File: config.mk
export PLATFORM = sky130hd
export DESIGN_NAME = lch_top
export DESIGN_NICKNAME = d
export VERILOG_FILES = /design/src/design/lch_pkg.sv /design/src/design/lch_tick.sv /design/src/design/lch_top.sv
export VERILOG_INCLUDE_DIRS = /design/src /design/src/design
export SDC_FILE = /design/constraint.sdc
export NUM_CORES = 1
export LEC_CHECK = 0
export ABC_AREA = 1
export BUFFER_PORTS_ARGS = -buffer_cell sky130_fd_sc_hd__buf_2
export CORE_MARGIN = 10
export CORE_UTILIZATION = 39
export DETAILED_ROUTE_END_ITERATION = 10
export GPL_TIMING_DRIVEN = 0
export PLACE_DENSITY_LB_ADDON = 0.1
export SETUP_SLACK_MARGIN = 0.02
export SYNTH_ARGS = -nofsm -noshare
export SYNTH_HDL_FRONTEND = slang
export SYNTH_HIERARCHICAL = 1
export SYNTH_SLANG_ARGS = --single-unit
File: constraint.sdc
create_clock -name clock_i -period 4.3 [get_ports clock_i]
set_input_delay 0.86 -clock clock_i [delete_from_list [all_inputs] [get_ports clock_i]]
set_output_delay 0.86 -clock clock_i [all_outputs]
set_load 0.05 [all_outputs]
File: src/design/lch_defs.svh
/*
 * constants of the loop control command handshake: register offsets,
 * command codes, answer codes, value limits, reset values and timing.
 * assumes a 20 MHz clock and a 12-bit APB byte address.
 */
`ifndef LCH_DEFS_SVH
`define LCH_DEFS_SVH

// apb register byte offsets
`define LCH_OFF_OUTWORD 12'h000
`define LCH_OFF_INWORD  12'h004
`define LCH_OFF_STATUS  12'h008
`define LCH_OFF_CTRL    12'h00c

// operation command prefixes (upper three hex digits), commit word, all-loops target digit and command nibble
`define LCH_OP_STOP     12'hccc
`define LCH_OP_RUN      12'hccd
`define LCH_OP_MANUAL   12'hcdc
`define LCH_OP_AUTO     12'hcdd
`define LCH_OP_AT_START 12'hcfc
`define LCH_OP_AT_STOP  12'hcfd
`define LCH_CMD_COMMIT  16'hceea
`define LCH_TGT_ALL     4'ha
`define LCH_CMD_NIBBLE  4'hc

// allocation command: C g i L, group 7 is read-only
`define LCH_GRP_READ    4'h7
`define LCH_ITEM_SP     4'h7
`define LCH_ITEM_MMV    4'h8

// answer codes
`define LCH_ERR_BUSY    16'hee00
`define LCH_ERR_SET     16'hee01

// value limits
`define LCH_SP_MAX      16'h270f
`define LCH_MMV_MAX     16'h03e8

// reset values
`define LCH_PID_RST     4'hf

// timing
`define LCH_CLK_HZ      20000000
`define LCH_NV_MS       60
`define LCH_REFRESH_MS  500
`define LCH_NV_CYC      ((`LCH_CLK_HZ / 1000) * `LCH_NV_MS)
`define LCH_REFRESH_CYC ((`LCH_CLK_HZ / 1000) * `LCH_REFRESH_MS)

`endif

File: src/design/lch_pkg.sv
/*
 * types of the loop control command handshake.
 * assumes nothing beyond a SystemVerilog compiler.
 */
package lch_pkg;

    typedef logic [15:0] lch_word_t;

    typedef enum logic [1:0] {
        LCH_IDLE = 2'b00,
        LCH_EVAL = 2'b01
    } lch_state_e;

    typedef enum logic [2:0] {
        LCH_K_NONE   = 3'b000,
        LCH_K_OP     = 3'b001,
        LCH_K_COMMIT = 3'b010,
        LCH_K_ALLOC  = 3'b011,
        LCH_K_DATA   = 3'b100
    } lch_kind_e;

    typedef struct packed {
        logic       nv_busy;
        logic [3:0] autotune_active;
        logic [3:0] manual;
        logic [3:0] run;
    } lch_status_s;

endpackage

File: src/design/lch_tick.sv
/*
 * periodic tick counter: one-cycle tick every CYCLES clocks while run_i.
 * assumes run_i is synchronous; dropping run_i clears the count.
 */
`timescale 1ns/100ps
module lch_tick #(
    parameter int unsigned CYCLES = 16
) (
    input  wire logic clock_i,
    input  wire logic rstn_i,
    input  wire logic run_i,
    output logic      tick_o
);
    localparam int W = $clog2(CYCLES + 1);
    logic [W-1:0] cnt_r;

    always_ff @(posedge clock_i or negedge rstn_i) begin
        if (!rstn_i) begin
            cnt_r  <= '0;
            tick_o <= 1'b0;
        end else if (!run_i) begin
            cnt_r  <= '0;
            tick_o <= 1'b0;
        end else if (cnt_r == W'(CYCLES - 1)) begin
            cnt_r  <= '0;
            tick_o <= 1'b1;
        end else begin
            cnt_r  <= cnt_r + W'(1);
            tick_o <= 1'b0;
        end
    end
endmodule

File: src/design/lch_top.sv
/*
 * command handshake of a four-loop temperature controller: the host writes
 * a 16-bit command word over APB, the block answers in a 16-bit reply word.
 * assumes process values, controller outputs and autotune completion come
 * from the loop controllers, synchronous to clock_i.
 */
// Decided for this implementation: register access over APB and the address map.
// How it works
// - accepted operation command is echoed into the reply word
// - value written under a command applies when the next command is acknowledged
// - decode stop, run, manual, auto, autotune start/cancel and setpoint commit
// - last digit 1 to 4 picks one loop, A picks all loops
// - after reset all loops are in auto mode and stopped
// - all-loops command executes nowhere if one loop fails, answers setting error
// - manual/auto or write allocation aimed at one autotuning running loop answers EE00
// - autotune start/cancel needs PID, running, auto, else answers EE01
// - manual loop drives manual manipulated value, running or stopped
// - rejected command during autotuning puts error code instead of echo
// - autotune restarts on completion while its command stays in the word
// - after autotune ack, data words belong to the previous allocation command
// - setpoint commit stores to nonvolatile memory, busy at least 60 ms
// - data word after setpoint allocation is answered with the process value
// - unchanged word after monitoring refreshes process value every 500 ms
// - out-of-range data answers EE01 and is discarded
`timescale 1ns/100ps
`include "lch_defs.svh"
module lch_top #(
    parameter int unsigned NV_CYC      = `LCH_NV_CYC,
    parameter int unsigned REFRESH_CYC = `LCH_REFRESH_CYC
) (
    input  wire logic           clock_i,
    input  wire logic           rstn_i,
    input  wire logic [11:0]    paddr_i,
    input  wire logic           psel_i,
    input  wire logic           penable_i,
    input  wire logic           pwrite_i,
    input  wire logic [31:0]    pwdata_i,
    output logic [31:0]         prdata_o,
    output logic                pready_o,
    output logic                pslverr_o,
    input  wire logic [63:0]    pv_i,
    input  wire logic [63:0]    ctrl_mv_i,
    input  wire logic [3:0]     at_done_i,
    output logic [63:0]         mv_o,
    output logic [63:0]         target_setpoint_o,
    output lch_pkg::lch_status_s status_o,
    output logic                sp_commit_o
);
    import lch_pkg::*;

    lch_word_t  out_word_r;
    lch_word_t  seen_r;
    lch_word_t  resp_r;
    lch_state_e state_r;
    logic [3:0] run_r;
    logic [3:0] manual_r;
    logic [3:0] at_r;
    logic [3:0] at_live_r;
    logic [3:0] pid_r;
    lch_word_t  alloc_r;
    logic       alloc_v_r;
    lch_word_t  pend_val_r;
    logic [3:0] pend_item_r;
    logic [1:0] pend_loop_r;
    logic       pend_v_r;
    logic       mon_r;
    logic [1:0] mon_loop_r;
    logic       nv_busy_r;
    logic [15:0] sp_r  [4];
    logic [15:0] mmv_r [4];
    logic [15:0] mv_r  [4];
    logic       refresh_tick;
    logic       nv_done;

    ////////////////////////////////////////////////////////////////////////
    // decode of the word under evaluation

    lch_kind_e  kind;
    logic [11:0] opc;
    logic [3:0] tgt;
    logic [3:0] mask;
    logic       tgt_ok;
    logic [3:0] busy_at;
    logic [3:0] f00;
    logic [3:0] f01;
    logic       op_ok;
    lch_word_t  op_err;
    logic [1:0] aloop;
    logic       a_write;
    logic       alloc_ok;
    lch_word_t  alloc_err;
    logic [1:0] dloop;
    logic       data_ok;
    logic       ev;
    logic       accept;
    logic [3:0] at_keep;

    assign ev = (state_r == LCH_EVAL);
    assign busy_at = at_r & run_r & pid_r;
    assign at_keep = at_r & ~(at_done_i & ~at_live_r);

    always_comb begin
        opc = seen_r[15:4];
        tgt = seen_r[3:0];
        mask = 4'h0;
        tgt_ok = 1'b0;
        if (tgt == `LCH_TGT_ALL) begin
            mask = 4'hf;
            tgt_ok = 1'b1;
        end else if (tgt >= 4'h1 && tgt <= 4'h4) begin
            mask = 4'h1 << (tgt - 4'h1);
            tgt_ok = 1'b1;
        end
        if (seen_r == `LCH_CMD_COMMIT) begin
            kind = LCH_K_COMMIT;
        end else if (opc == `LCH_OP_STOP || opc == `LCH_OP_RUN || opc == `LCH_OP_MANUAL
                     || opc == `LCH_OP_AUTO || opc == `LCH_OP_AT_START || opc == `LCH_OP_AT_STOP) begin
            kind = LCH_K_OP;
        end else if (seen_r[15:12] == `LCH_CMD_NIBBLE && seen_r[11:8] <= `LCH_GRP_READ) begin
            kind = LCH_K_ALLOC;
        end else if (alloc_v_r) begin
            kind = LCH_K_DATA;
        end else begin
            kind = LCH_K_NONE;
        end
        f00 = 4'h0;
        f01 = 4'h0;
        if (opc == `LCH_OP_MANUAL || opc == `LCH_OP_AUTO) begin
            f00 = mask & busy_at;
        end
        if (opc == `LCH_OP_AT_START || opc == `LCH_OP_AT_STOP) begin
            f01 = mask & (~pid_r | ~run_r | manual_r);
        end
        // one failing loop blocks an all-loops command everywhere
        op_ok = tgt_ok && f00 == 4'h0 && f01 == 4'h0;
        op_err = (!tgt_ok || tgt == `LCH_TGT_ALL || f01 != 4'h0) ? `LCH_ERR_SET : `LCH_ERR_BUSY;
        aloop = 2'(seen_r[3:0] - 4'h1);
        a_write = seen_r[11:8] != `LCH_GRP_READ;
        alloc_ok = 1'b0;
        alloc_err = `LCH_ERR_SET;
        if (seen_r[3:0] >= 4'h1 && seen_r[3:0] <= 4'h4) begin
            if (a_write && busy_at[aloop]) begin
                alloc_err = `LCH_ERR_BUSY;
            end else begin
                alloc_ok = 1'b1;
            end
        end
        dloop = 2'(alloc_r[3:0] - 4'h1);
        if (alloc_r[11:8] == `LCH_GRP_READ) begin
            data_ok = 1'b1;
        end else if (alloc_r[7:4] == `LCH_ITEM_SP) begin
            data_ok = seen_r <= `LCH_SP_MAX;
        end else if (alloc_r[7:4] == `LCH_ITEM_MMV) begin
            data_ok = seen_r <= `LCH_MMV_MAX;
        end else begin
            data_ok = 1'b0;
        end
        accept = ev && ((kind == LCH_K_OP && op_ok) || kind == LCH_K_COMMIT
                        || (kind == LCH_K_ALLOC && alloc_ok));
    end

    ////////////////////////////////////////////////////////////////////////
    // apb slave, one wait state per access

    always_ff @(posedge clock_i or negedge rstn_i) begin
        if (!rstn_i) begin
            pready_o   <= 1'b0;
            pslverr_o  <= 1'b0;
            prdata_o   <= 32'h0000_0000;
            out_word_r <= 16'h0000;
            pid_r      <= `LCH_PID_RST;
        end else if (psel_i && penable_i && !pready_o) begin
            pready_o  <= 1'b1;
            pslverr_o <= 1'b0;
            prdata_o  <= 32'h0000_0000;
            if (paddr_i == `LCH_OFF_OUTWORD) begin
                prdata_o <= {16'h0000, out_word_r};
            end else if (paddr_i == `LCH_OFF_INWORD) begin
                prdata_o <= {16'h0000, resp_r};
            end else if (paddr_i == `LCH_OFF_STATUS) begin
                prdata_o <= {19'h0_0000, status_o};
            end else if (paddr_i == `LCH_OFF_CTRL) begin
                prdata_o <= {28'h000_0000, pid_r};
            end else begin
                pslverr_o <= 1'b1;
            end
        end else if (psel_i && penable_i) begin
            pready_o  <= 1'b0;
            pslverr_o <= 1'b0;
            if (pwrite_i && paddr_i == `LCH_OFF_OUTWORD) begin
                out_word_r <= pwdata_i[15:0];
            end else if (pwrite_i && paddr_i == `LCH_OFF_CTRL) begin
                pid_r <= pwdata_i[3:0];
            end
        end else begin
            pready_o  <= 1'b0;
            pslverr_o <= 1'b0;
        end
    end

    ////////////////////////////////////////////////////////////////////////
    // update cycle: a changed word is snapshotted, then evaluated

    always_ff @(posedge clock_i or negedge rstn_i) begin
        if (!rstn_i) begin
            state_r <= LCH_IDLE;
            seen_r  <= 16'h0000;
        end else begin
            case (state_r)
                LCH_IDLE: begin
                    if (out_word_r != seen_r) begin
                        seen_r  <= out_word_r;
                        state_r <= LCH_EVAL;
                    end
                end
                default: begin
                    state_r <= LCH_IDLE;
                end
            endcase
        end
    end

    ////////////////////////////////////////////////////////////////////////
    // reply word

    always_ff @(posedge clock_i or negedge rstn_i) begin
        if (!rstn_i) begin
            resp_r <= 16'h0000;
        end else if (ev) begin
            case (kind)
                LCH_K_OP:     resp_r <= op_ok ? seen_r : op_err;
                LCH_K_COMMIT: resp_r <= seen_r;
                LCH_K_ALLOC:  resp_r <= alloc_ok ? seen_r : alloc_err;
                LCH_K_DATA:   resp_r <= data_ok ? pv_i[{dloop, 4'h0} +: 16] : `LCH_ERR_SET;
                default:      resp_r <= resp_r;
            endcase
        end else if (mon_r && refresh_tick) begin
            resp_r <= pv_i[{mon_loop_r, 4'h0} +: 16];
        end
    end

    // refresh runs only while the answered word stays put
    always_ff @(posedge clock_i or negedge rstn_i) begin
        if (!rstn_i) begin
            mon_r      <= 1'b0;
            mon_loop_r <= 2'b00;
        end else if (ev) begin
            mon_r      <= kind == LCH_K_DATA && data_ok;
            mon_loop_r <= dloop;
        end
    end

    ////////////////////////////////////////////////////////////////////////
    // loop mode state

    always_ff @(posedge clock_i or negedge rstn_i) begin
        if (!rstn_i) begin
            run_r     <= 4'h0;
            manual_r  <= 4'h0;
            at_r      <= 4'h0;
            at_live_r <= 4'h0;
        end else begin
            at_r <= at_keep;
            if (ev) begin
                at_live_r <= (accept && kind == LCH_K_OP && opc == `LCH_OP_AT_START) ? mask : 4'h0;
            end
            if (accept && kind == LCH_K_OP) begin
                case (opc)
                    `LCH_OP_STOP: begin
                        run_r <= run_r & ~mask;
                        at_r  <= at_keep & ~mask;
                    end
                    `LCH_OP_RUN:      run_r    <= run_r | mask;
                    `LCH_OP_MANUAL:   manual_r <= manual_r | mask;
                    `LCH_OP_AUTO:     manual_r <= manual_r & ~mask;
                    `LCH_OP_AT_START: at_r     <= at_keep | mask;
                    default:          at_r     <= at_keep & ~mask;
                endcase
            end
        end
    end

    ////////////////////////////////////////////////////////////////////////
    // allocation context and deferred data

    always_ff @(posedge clock_i or negedge rstn_i) begin
        if (!rstn_i) begin
            alloc_r   <= 16'h0000;
            alloc_v_r <= 1'b0;
        end else if (accept && kind == LCH_K_ALLOC) begin
            // operation commands leave the context alone
            alloc_r   <= seen_r;
            alloc_v_r <= 1'b1;
        end
    end

    always_ff @(posedge clock_i or negedge rstn_i) begin
        if (!rstn_i) begin
            pend_v_r    <= 1'b0;
            pend_val_r  <= 16'h0000;
            pend_item_r <= 4'h0;
            pend_loop_r <= 2'b00;
        end else if (accept) begin
            pend_v_r <= 1'b0;
        end else if (ev && kind == LCH_K_DATA && data_ok && alloc_r[11:8] != `LCH_GRP_READ) begin
            pend_v_r    <= 1'b1;
            pend_val_r  <= seen_r;
            pend_item_r <= alloc_r[7:4];
            pend_loop_r <= dloop;
        end
    end

    // storage is per loop; manual entry keeps the present output level unless a manual value is pending for that loop
    always_ff @(posedge clock_i or negedge rstn_i) begin
        if (!rstn_i) begin
            for (int i = 0; i < 4; i++) begin
                sp_r[i]  <= 16'h0000;
                mmv_r[i] <= 16'h0000;
            end
        end else begin
            for (int i = 0; i < 4; i++) begin
                if (accept && pend_v_r && pend_loop_r == 2'(i) && pend_item_r == `LCH_ITEM_SP) begin
                    sp_r[i] <= pend_val_r;
                end
                if (accept && pend_v_r && pend_loop_r == 2'(i) && pend_item_r == `LCH_ITEM_MMV) begin
                    mmv_r[i] <= pend_val_r;
                end else if (accept && kind == LCH_K_OP && opc == `LCH_OP_MANUAL && mask[i] && !manual_r[i]) begin
                    mmv_r[i] <= mv_r[i];
                end
            end
        end
    end

    ////////////////////////////////////////////////////////////////////////
    // manipulated value per loop

    for (genvar g = 0; g < 4; g++) begin : g_loop
        always_ff @(posedge clock_i or negedge rstn_i) begin
            if (!rstn_i) begin
                mv_r[g] <= 16'h0000;
            end else if (manual_r[g]) begin
                mv_r[g] <= mmv_r[g];
            end else if (run_r[g]) begin
                mv_r[g] <= ctrl_mv_i[16*g +: 16];
            end else begin
                mv_r[g] <= 16'h0000;
            end
        end
        assign mv_o[16*g +: 16] = mv_r[g];
        assign target_setpoint_o[16*g +: 16] = sp_r[g];
    end

    ////////////////////////////////////////////////////////////////////////
    // nonvolatile setpoint commit

    always_ff @(posedge clock_i or negedge rstn_i) begin
        if (!rstn_i) begin
            sp_commit_o <= 1'b0;
            nv_busy_r   <= 1'b0;
        end else begin
            sp_commit_o <= accept && kind == LCH_K_COMMIT;
            if (accept && kind == LCH_K_COMMIT) begin
                nv_busy_r <= 1'b1;  // a new commit wins over completion
            end else if (nv_done) begin
                nv_busy_r <= 1'b0;
            end
        end
    end

    lch_tick #(.CYCLES(NV_CYC)) u_nv (
        .clock_i (clock_i),
        .rstn_i  (rstn_i),
        .run_i   (nv_busy_r && !sp_commit_o),
        .tick_o  (nv_done)
    );

    lch_tick #(.CYCLES(REFRESH_CYC)) u_refresh (
        .clock_i (clock_i),
        .rstn_i  (rstn_i),
        .run_i   (mon_r),
        .tick_o  (refresh_tick)
    );

    assign status_o = '{nv_busy: nv_busy_r, autotune_active: at_r, manual: manual_r, run: run_r};

    ////////////////////////////////////////////////////////////////////////
    // checks

    property p_echo;
        @(posedge clock_i) disable iff (!rstn_i)
        (ev && kind == LCH_K_OP && op_ok) |=> resp_r == $past(seen_r);
    endproperty
    a_echo: assert property (p_echo) else $error("accepted command not echoed");

    property p_busy_code;
        @(posedge clock_i) disable iff (!rstn_i)
        (ev && kind == LCH_K_OP && tgt != `LCH_TGT_ALL && f00 != 4'h0) |=> resp_r == `LCH_ERR_BUSY;
    endproperty
    a_busy_code: assert property (p_busy_code) else $error("mode change during autotune not refused");

    property p_all_none;
        @(posedge clock_i) disable iff (!rstn_i)
        (ev && kind == LCH_K_OP && tgt == `LCH_TGT_ALL && !op_ok)
            |=> $stable(run_r) && $stable(manual_r) && resp_r == `LCH_ERR_SET;
    endproperty
    a_all_none: assert property (p_all_none) else $error("all-loops command partly executed");

    property p_at_refuse;
        @(posedge clock_i) disable iff (!rstn_i)
        (ev && kind == LCH_K_OP && opc == `LCH_OP_AT_START && f01 != 4'h0 && at_done_i == 4'h0)
            |=> $stable(at_r) && resp_r == `LCH_ERR_SET;
    endproperty
    a_at_refuse: assert property (p_at_refuse) else $error("autotune started on stopped or manual loop");

    property p_manual_mv;
        @(posedge clock_i) disable iff (!rstn_i)
        manual_r[1] ##1 manual_r[1] |-> mv_r[1] == $past(mmv_r[1]);
    endproperty
    a_manual_mv: assert property (p_manual_mv) else $error("manual value not driven");

    property p_nv_busy;
        @(posedge clock_i) disable iff (!rstn_i)
        sp_commit_o |-> nv_busy_r [*8];
    endproperty
    a_nv_busy: assert property (p_nv_busy) else $error("commit busy ended early");

    property p_refresh;
        @(posedge clock_i) disable iff (!rstn_i)
        (mon_r && refresh_tick && !ev) |=> resp_r == $past(pv_i[{mon_loop_r, 4'h0} +: 16]);
    endproperty
    a_refresh: assert property (p_refresh) else $error("process value not refreshed");

    property p_change;
        @(posedge clock_i) disable iff (!rstn_i)
        (state_r == LCH_IDLE && out_word_r != seen_r) |=> ev ##1 !ev;
    endproperty
    a_change: assert property (p_change) else $error("changed word not evaluated");

    property p_at_repeat;
        @(posedge clock_i) disable iff (!rstn_i)
        (at_r[0] && at_live_r[0] && !ev && !accept) |=> at_r[0];
    endproperty
    a_at_repeat: assert property (p_at_repeat) else $error("autotune not repeated");

endmodule

==> results of run 1 <==
-- kinds of logic (layout without fill, tap and decap cells) --
| group | Yosys count | after routing | share of synthesized area, % |
|---|---|---|---|
| AOI/OAI and AO/OA | 412 | 412 | 12.7 |
| xor gates and xnor gates | 28 | 28 | 1.29 |
| adders and majority gates | 6 | 6 | 0.395 |
| buffers and inverters | 305 | 710 | 7.15 |
| DFF | 365 | 365 | 48.1 |
| other | 1 | 16 | 0.0197 |
| and+or+nand+nor | 1215 | 1215 | 30.4 |
-- metal layers --
metal / up-vias / track usage [%]
li1: 8449 / -
met1: 8633 / 29.6
met2: 598 / 40.4
met3: 116 / 5.22
met4: 0 / 6.86
met5: - / 0
-- cells in the mapped netlist (4+ instances only) --
master         number
a21oi_1            73
clkbuf_1           52
nand3_1           222
a32oi_1             9
xnor2_1            16
nand2_4             6
dlygate4sd1_1       4
ha_1                6
buf_4              24
o22ai_1             6
inv_2              16
nor2_4             14
nor2_2             31
inv_1             161
nor3_1             30
xor2_1             12
o211ai_1           13
o21ai_0           123
a31oi_1            15
o2111ai_1           5
a211oi_1           13
dfstp_2             4
clkinv_1            8
nor4_1              7
nand4_1             9
nor2_1            192
nand3_4             6
o21ai_1            75
nand4_4             5
o221ai_1            7
nand2_1           608
buf_2              24
buf_1               8
nand2_2            24
o21bai_1           65
nand3_2            48
buf_8               4
dfrtp_1           361
-- through the flow --
stage / cell area (sq um) / setup WS (ns)
after floorplan: 19100 / 1.68
after global placement: 21500 / -5.03
after detailed placement: 21600 / 0.904
after CTS: 23000 / 0.885
after global routing: 23000 / 0.550
final: 23000 / 0.868
-- report_power, final --
| part | leakage [nW] | switching [mW] | internal, mW |
|---|---|---|---|
| Combinational | 5.60 | 0.922 | 0.375 |
| Clock | 0.685 | 1.51 | 2.10 |
| Sequential | 4.89 | 0.246 | 3.59 |
-- sequential cells by signal (all words and copies together), names as in the netlist, 10 cells and up, named ones only --
signal             count
u_refresh/cnt_r       24
mmv_r                 64
out_word_r            16
u_nv/cnt_r            21
mv_o                  64
alloc_r               10
seen_r                16
resp_r                16
prdata_o              16
target_setpoint_o     64
pend_val_r            16
-- worst max-delay path, cell delays in order, from the launching register on --
cell and delay, ns:
dfrtp_1 0.39, buf_4 0.18, inv_2 0.20, ha_1 0.20
nand3_2 0.17, inv_1 0.12, nand4_1 0.33, inv_1 0.18
nor2_1 0.08, inv_1 0.12, nor2_1 0.07, nor2_2 0.21
inv_1 0.15, nand2_1 0.19, nand2_1 0.21, nand2_1 0.20
nand3_1 0.10, a22o_1 0.20
-- final timing paths --
kind / to / from / cells past startpoint
max: resp_r[8] / seen_r[0] / 17
min: target_setpoint_o[25] / rstn_i / 1
max reg2reg: resp_r[8] / seen_r[0] / 17
min reg2reg: nv_busy_r / u_nv/tick_o / 1
max in group asynchronous: pid_r[3] / rstn_i / 4
min in group clock_i: nv_busy_r / u_nv/tick_o / 1
-- cell type report --
cell class	count	area, sq um	area share [%]
buffer	120	664	2.89
clock buffer	66	1310	5.72
clock inverter	11	75.1	0.327
inverter	185	694	3.02
multi-input combinational	1677	8570	37.3
sequential	365	9140	39.8
tap	615	769	3.35
timing repair buffer	328	1740	7.58
==> impl_summary.log, run 1 <==
[metrics] clock buffer count from CTS: 43
[metrics] ratio of cells with drive above 1 in the final layout: 22.2%
[metrics] area fraction of the dominant cell type after synthesis: 47.5%
[metrics] leakage: 11.2 nW
[metrics] critical path data arrival time: 3.87 ns
[metrics] Async S/R FF share, synth: 100%
[metrics] peak supply drop: 0.293 mV
[metrics] die outline width: 241 um
[metrics] Bufs on Longest Clock Path: 3
[metrics] Port Buffer Count: 324
[metrics] CP Max Fanout: 11
[metrics] largest net degree at the start of global routing: 93
[metrics] GR Overflow Total: 0
[metrics] post-route minimum period: 3.43 ns
[metrics] I/O pin cnt: 357
[metrics] Worst Setup Path Type: flip-flop to flip-flop
[metrics] number of enable flip-flop cells after synthesis: 0
[metrics] synthesized flop and latch total: 365
[metrics] count of synthesis-stage warnings from yosys: 6
[metrics] Via density: 5.29
[metrics] Vias: 17,796
[metrics] cell type contributing the most total cell area after synthesis: dfrtp_1
[metrics] routed len/inst: 20.6 um
[metrics] RSZ-0062 raised after global routing: no
[metrics] total of endpoints with negative setup slack in the final report: 0
[metrics] count of fill cells added during filler insertion: 4,798
[metrics] clock input transition at the sequential cells of the worst setup and hold paths: 0.06 ns
[metrics] Post-DRT Antenna Nets: 0
[metrics] type of element capturing the critical path: flip-flop
[metrics] root buffer cell: clkbuf_16
[metrics] Synth Cell Area: 0.0190 sq mm
[metrics] outcome: completed
[metrics] clock sink count: 365
[metrics] global-route wire length before repair: 106,000 um
[metrics] number of endpoints with negative hold slack in the final report: 0
[metrics] initial antenna violation count: 2
[metrics] met3 wire len: 4890 um
[metrics] number of core rows: 80
[metrics] final standard cell utilization of the core: 47.9%
[metrics] die area: 0.0580 sq mm
[metrics] leading post-synthesis cells by cell area: dfrtp_1, nand2_1, nand3_1
[metrics] routed wire length: 69,400 um
[metrics] count of different cell masters after synthesis: 54
[metrics] required time at the worst-slack endpoint: 4.74 ns
[metrics] most frequent standard cell in the layout excluding fill and tap cells: nand2_1
[metrics] Hold Buf Count CTS: 0
[metrics] fin nets: 2,907
[metrics] total length of routed met2 wires: 34,100 um
[metrics] final-layout setup total negative slack: 0 ns
[metrics] highest routed metal layer: met4
[metrics] remaining design rule violation count: 0
[metrics] leading cell types in the layout, fill and taps excluded: nand2_1, dfrtp_1, buf_2
[metrics] CTS-repair resized insts: 0
[metrics] Max-slew headroom: 41.5%
[metrics] number of inserted diodes: 0
[metrics] TritonCTS clock tree: yes
[metrics] DRC marker count from the first detailed-route iteration: 1,349
[metrics] post-synthesis sequential area ratio: 48.1%
[metrics] class of the most critical hold timing path: input pin to asynchronous set/reset pin
[metrics] overall global routing resource usage: 23.7%
[metrics] number of slew-limit violations in the final report: 0
[metrics] power density cells: 381 mW/mm^2
[metrics] max-cap viol count: 0
[metrics] via count of the first global-routing pass: 17,913
[metrics] actual slew at the worst max-slew pin: 0.877 ns
[metrics] gate count of the mapped netlist: 2,332
[metrics] category of the worst setup path launch point: flip-flop
[metrics] clock latency of the later-clocked register in the worst-skew pair: 0.58 ns
[metrics] Pre-antenna DRT Iters: 5
[metrics] Placed Instances: 3,290
[metrics] final worst-path cycle share: 79.8%
[metrics] worst clock skew: 0.0258 ns
[metrics] max frequency: 291 MHz
[metrics] synthesized area per cell: 8.15 sq um
[metrics] vertical die dimension: 241 um
[metrics] initial core utilization: 39.7%
[metrics] sum of net half-perimeters after detailed placement: 51,700 um
[metrics] final weighted congestion in routability-driven placement: 0.930
[metrics] non-filler cells, final: 3,367
[metrics] wire length the detailed router placed on met1: 28,500 um
[metrics] worst hold slack: 0.218 ns
[metrics] total power draw: 8.75 mW
[metrics] Main synth FF type: dfrtp_1
[metrics] Max H-tree Level: 2
[metrics] buffers inserted during post-CTS setup optimization: 0
[metrics] synth-to-layout area growth: 20.8%
[metrics] register-to-register path setup slack: 0.87 ns
[metrics] core box area: 0.0479 sq mm
Note: power is estimated with default switching activity, not from simulation.
==> inputs of run 2 (changes only) <==
==> constraint.sdc (replaced) <==
create_clock -name clock_i -period 3.1 [get_ports clock_i]
set_input_delay 0.62 -clock clock_i [delete_from_list [all_inputs] [get_ports clock_i]]
set_output_delay 0.62 -clock clock_i [all_outputs]
set_load 0.05 [all_outputs]
==> run 2 against run 1 <==
  * Total power rose by 39%
  * Via count rose by 1.2%
  * Combinational power rose by 40%
  * Critical path depth rose by 3
  * Design area rose by 2.7%
  * Largest cell class unchanged
  * Clock-buffer cell count did not move
  * Sequential share of layout area fell by 1.0 points
  * Worst setup slack got worse by 0.68 ns
  * Final cell count rose by 1.3%
  * Non-clock buffer count rose by 45
==> impl_summary.log, run 2 (synthesized netlist as in run 1, its figures left out) <==
[metrics] Bufs on Longest Clock Path: 3
[metrics] TritonCTS clock tree: yes
[metrics] core box area: 0.0479 sq mm
[metrics] most frequent standard cell in the layout excluding fill and tap cells: nand2_1
[metrics] die area: 0.0580 sq mm
[metrics] Max H-tree Level: 2
[metrics] number of endpoints with negative hold slack in the final report: 0
[metrics] critical path data arrival time: 3.38 ns
[metrics] final cell area excluding filler cells: 0.0236 sq mm
[metrics] leakage: 11.6 nW
[metrics] CP Max Fanout: 7
[metrics] Port Buffer Count: 324
[metrics] sum of net half-perimeters after detailed placement: 51,700 um
[metrics] final worst-path cycle share: 93.8%
[metrics] Vias: 18,015
[metrics] placed inst area: 0.0216 sq mm
[metrics] leading cell types in the layout, fill and taps excluded: nand2_1, dfrtp_1, buf_2
[metrics] routed wire length: 70,200 um
[metrics] post-route minimum period: 2.91 ns
[metrics] FF-to-FF path depth: 20
[metrics] root buffer cell: clkbuf_16
[metrics] vertical die dimension: 241 um
[metrics] number of slew-limit violations in the final report: 0
[metrics] category of the worst setup path launch point: flip-flop
[metrics] Via density: 5.28
[metrics] PnR worst setup slack: 0.193 ns
[metrics] FF-to-FF Start: seen_r[1]
[metrics] capturing element of the worst setup path: mmv_r[41]
[metrics] worst clock skew: 0.0277 ns
[metrics] max-cap viol count: 0
[metrics] worst hold slack: 0.268 ns
[metrics] I/O pin cnt: 357
[metrics] routed len/inst: 20.6 um
[metrics] total of endpoints with negative setup slack in the final report: 0
[metrics] class of the most critical hold timing path: input pin to flip-flop
[metrics] Setup crit start: seen_r[1]
[metrics] DRC marker count from the first detailed-route iteration: 1,388
[metrics] number of inserted diodes: 0
[metrics] Max-slew headroom: 5.34%
[metrics] non-filler cells, final: 3,412
[metrics] initial core utilization: 39.7%
[metrics] Post-DRT Antenna Nets: 0
[metrics] number of core rows: 80
[metrics] clock sink count: 365
[metrics] final weighted congestion in routability-driven placement: 0.930
[metrics] Worst Setup Path Type: flip-flop to flip-flop
[metrics] Pre-antenna DRT Iters: 5
[metrics] register-to-register path setup slack: 0.19 ns
[metrics] largest net degree at the start of global routing: 93
[metrics] GR Overflow Total: 0
[metrics] clock buffer count from CTS: 43
[metrics] ratio of cells with drive above 1 in the final layout: 24.5%
[metrics] remaining design rule violation count: 0
[metrics] placement-stage worst setup slack: -0.296 ns
[metrics] peak supply drop: 0.412 mV
[metrics] Worst R2R End: mmv_r[41]
[metrics] synth-to-layout area growth: 24.1%
[metrics] initial antenna violation count: 2
[metrics] Placed Instances: 3,290
[metrics] global-route wire length before repair: 107,000 um
[metrics] required time at the worst-slack endpoint: 3.57 ns
[metrics] die outline width: 241 um
[metrics] fin nets: 2,952
[metrics] via count of the first global-routing pass: 18,092
[metrics] overall global routing resource usage: 23.8%
[metrics] count of fill cells added during filler insertion: 4,762
[metrics] max frequency: 344 MHz
[metrics] clock latency of the later-clocked register in the worst-skew pair: 0.58 ns
[metrics] actual slew at the worst max-slew pin: 1.41 ns
[metrics] outcome: completed
[metrics] type of element capturing the critical path: flip-flop
[metrics] final-layout setup total negative slack: 0 ns
[metrics] RSZ-0062 raised after global routing: no
[metrics] power density cells: 516 mW/mm^2
[metrics] clock input transition at the sequential cells of the worst setup and hold paths: 0.06 ns
run 2: power breakdown:
part / switching [mW] / internal (mW) / total, mW
registers: 0.353 / 4.98 / 5.33
clock network: 2.10 / 2.92 / 5.02
logic: 1.29 / 0.529 / 1.82
total: 3.75 / 8.42 / 12.2
run 2: worst max-delay path, cell delays in order, from the launching register on:
cell        delay, ns
dfrtp_2          0.39
clkinvlp_4       0.17
ha_4             0.33
inv_1            0.06
nand3_1          0.08
nor2_1           0.05
nand2_1          0.08
nand2_2          0.09
nand2_1          0.07
nand2_1          0.05
inv_1            0.05
nand3_2          0.09
nand2_4          0.10
nand4_4          0.12
nand2_8          0.17
nand4_4          0.17
nor2_4           0.30
buf_4            0.21
nand2_1          0.07
nand3_2          0.10
nand2_1          0.05
run 2: layout make-up:
cell class | instances | area (sq um) | area share, %
tap | 615 | 769 | 3.26
clock inverter | 11 | 75.1 | 0.318
clock buffer | 66 | 1310 | 5.57
buffer | 120 | 779 | 3.30
multi-input combinational | 1677 | 8720 | 37.0
timing repair buffer | 373 | 2080 | 8.83
inverter | 185 | 709 | 3.01
sequential | 365 | 9140 | 38.8
run 2: stage by stage:
step	total power, mW	utilization, %
global route	12.7	49.2
detailed placement	7.18	45.0
CTS	12.2	48.3
floorplan	6.32	-
global placement	7.15	44.8
finish	12.2	49.2
run 2: per-layer routing:
metal / up-vias / share of wire, % / track usage (%)
met5: - / 0 / 0
met4: 0 / 3.1 / 7.85
met3: 121 / 7.3 / 5.36
met2: 635 / 49 / 40.2
met1: 8710 / 41 / 29.6
li1: 8549 / - / -
run 2: worst min-delay path by stage:
stage / end / start / depth (start not counted)
finish: mv_o[9] / ctrl_mv_i[9] / 3
global route: mv_o[22] / ctrl_mv_i[22] / 3
CTS: mv_o[22] / ctrl_mv_i[22] / 3
detailed placement: nv_busy_r / u_nv/tick_o / 1
global placement: nv_busy_r / u_nv/tick_o / 1
floorplan: asynchronous set/reset pin / rstn_i / 0
run 2: what timing repair did:
item,in CTS,in global routing
pin swaps,11,11
endpoints found under the hold margin,35,0
gates cloned,0,4
setup buffers,19,21
resized for setup,14,93
hold buffers,1,0
setup endpoints to repair,151,180
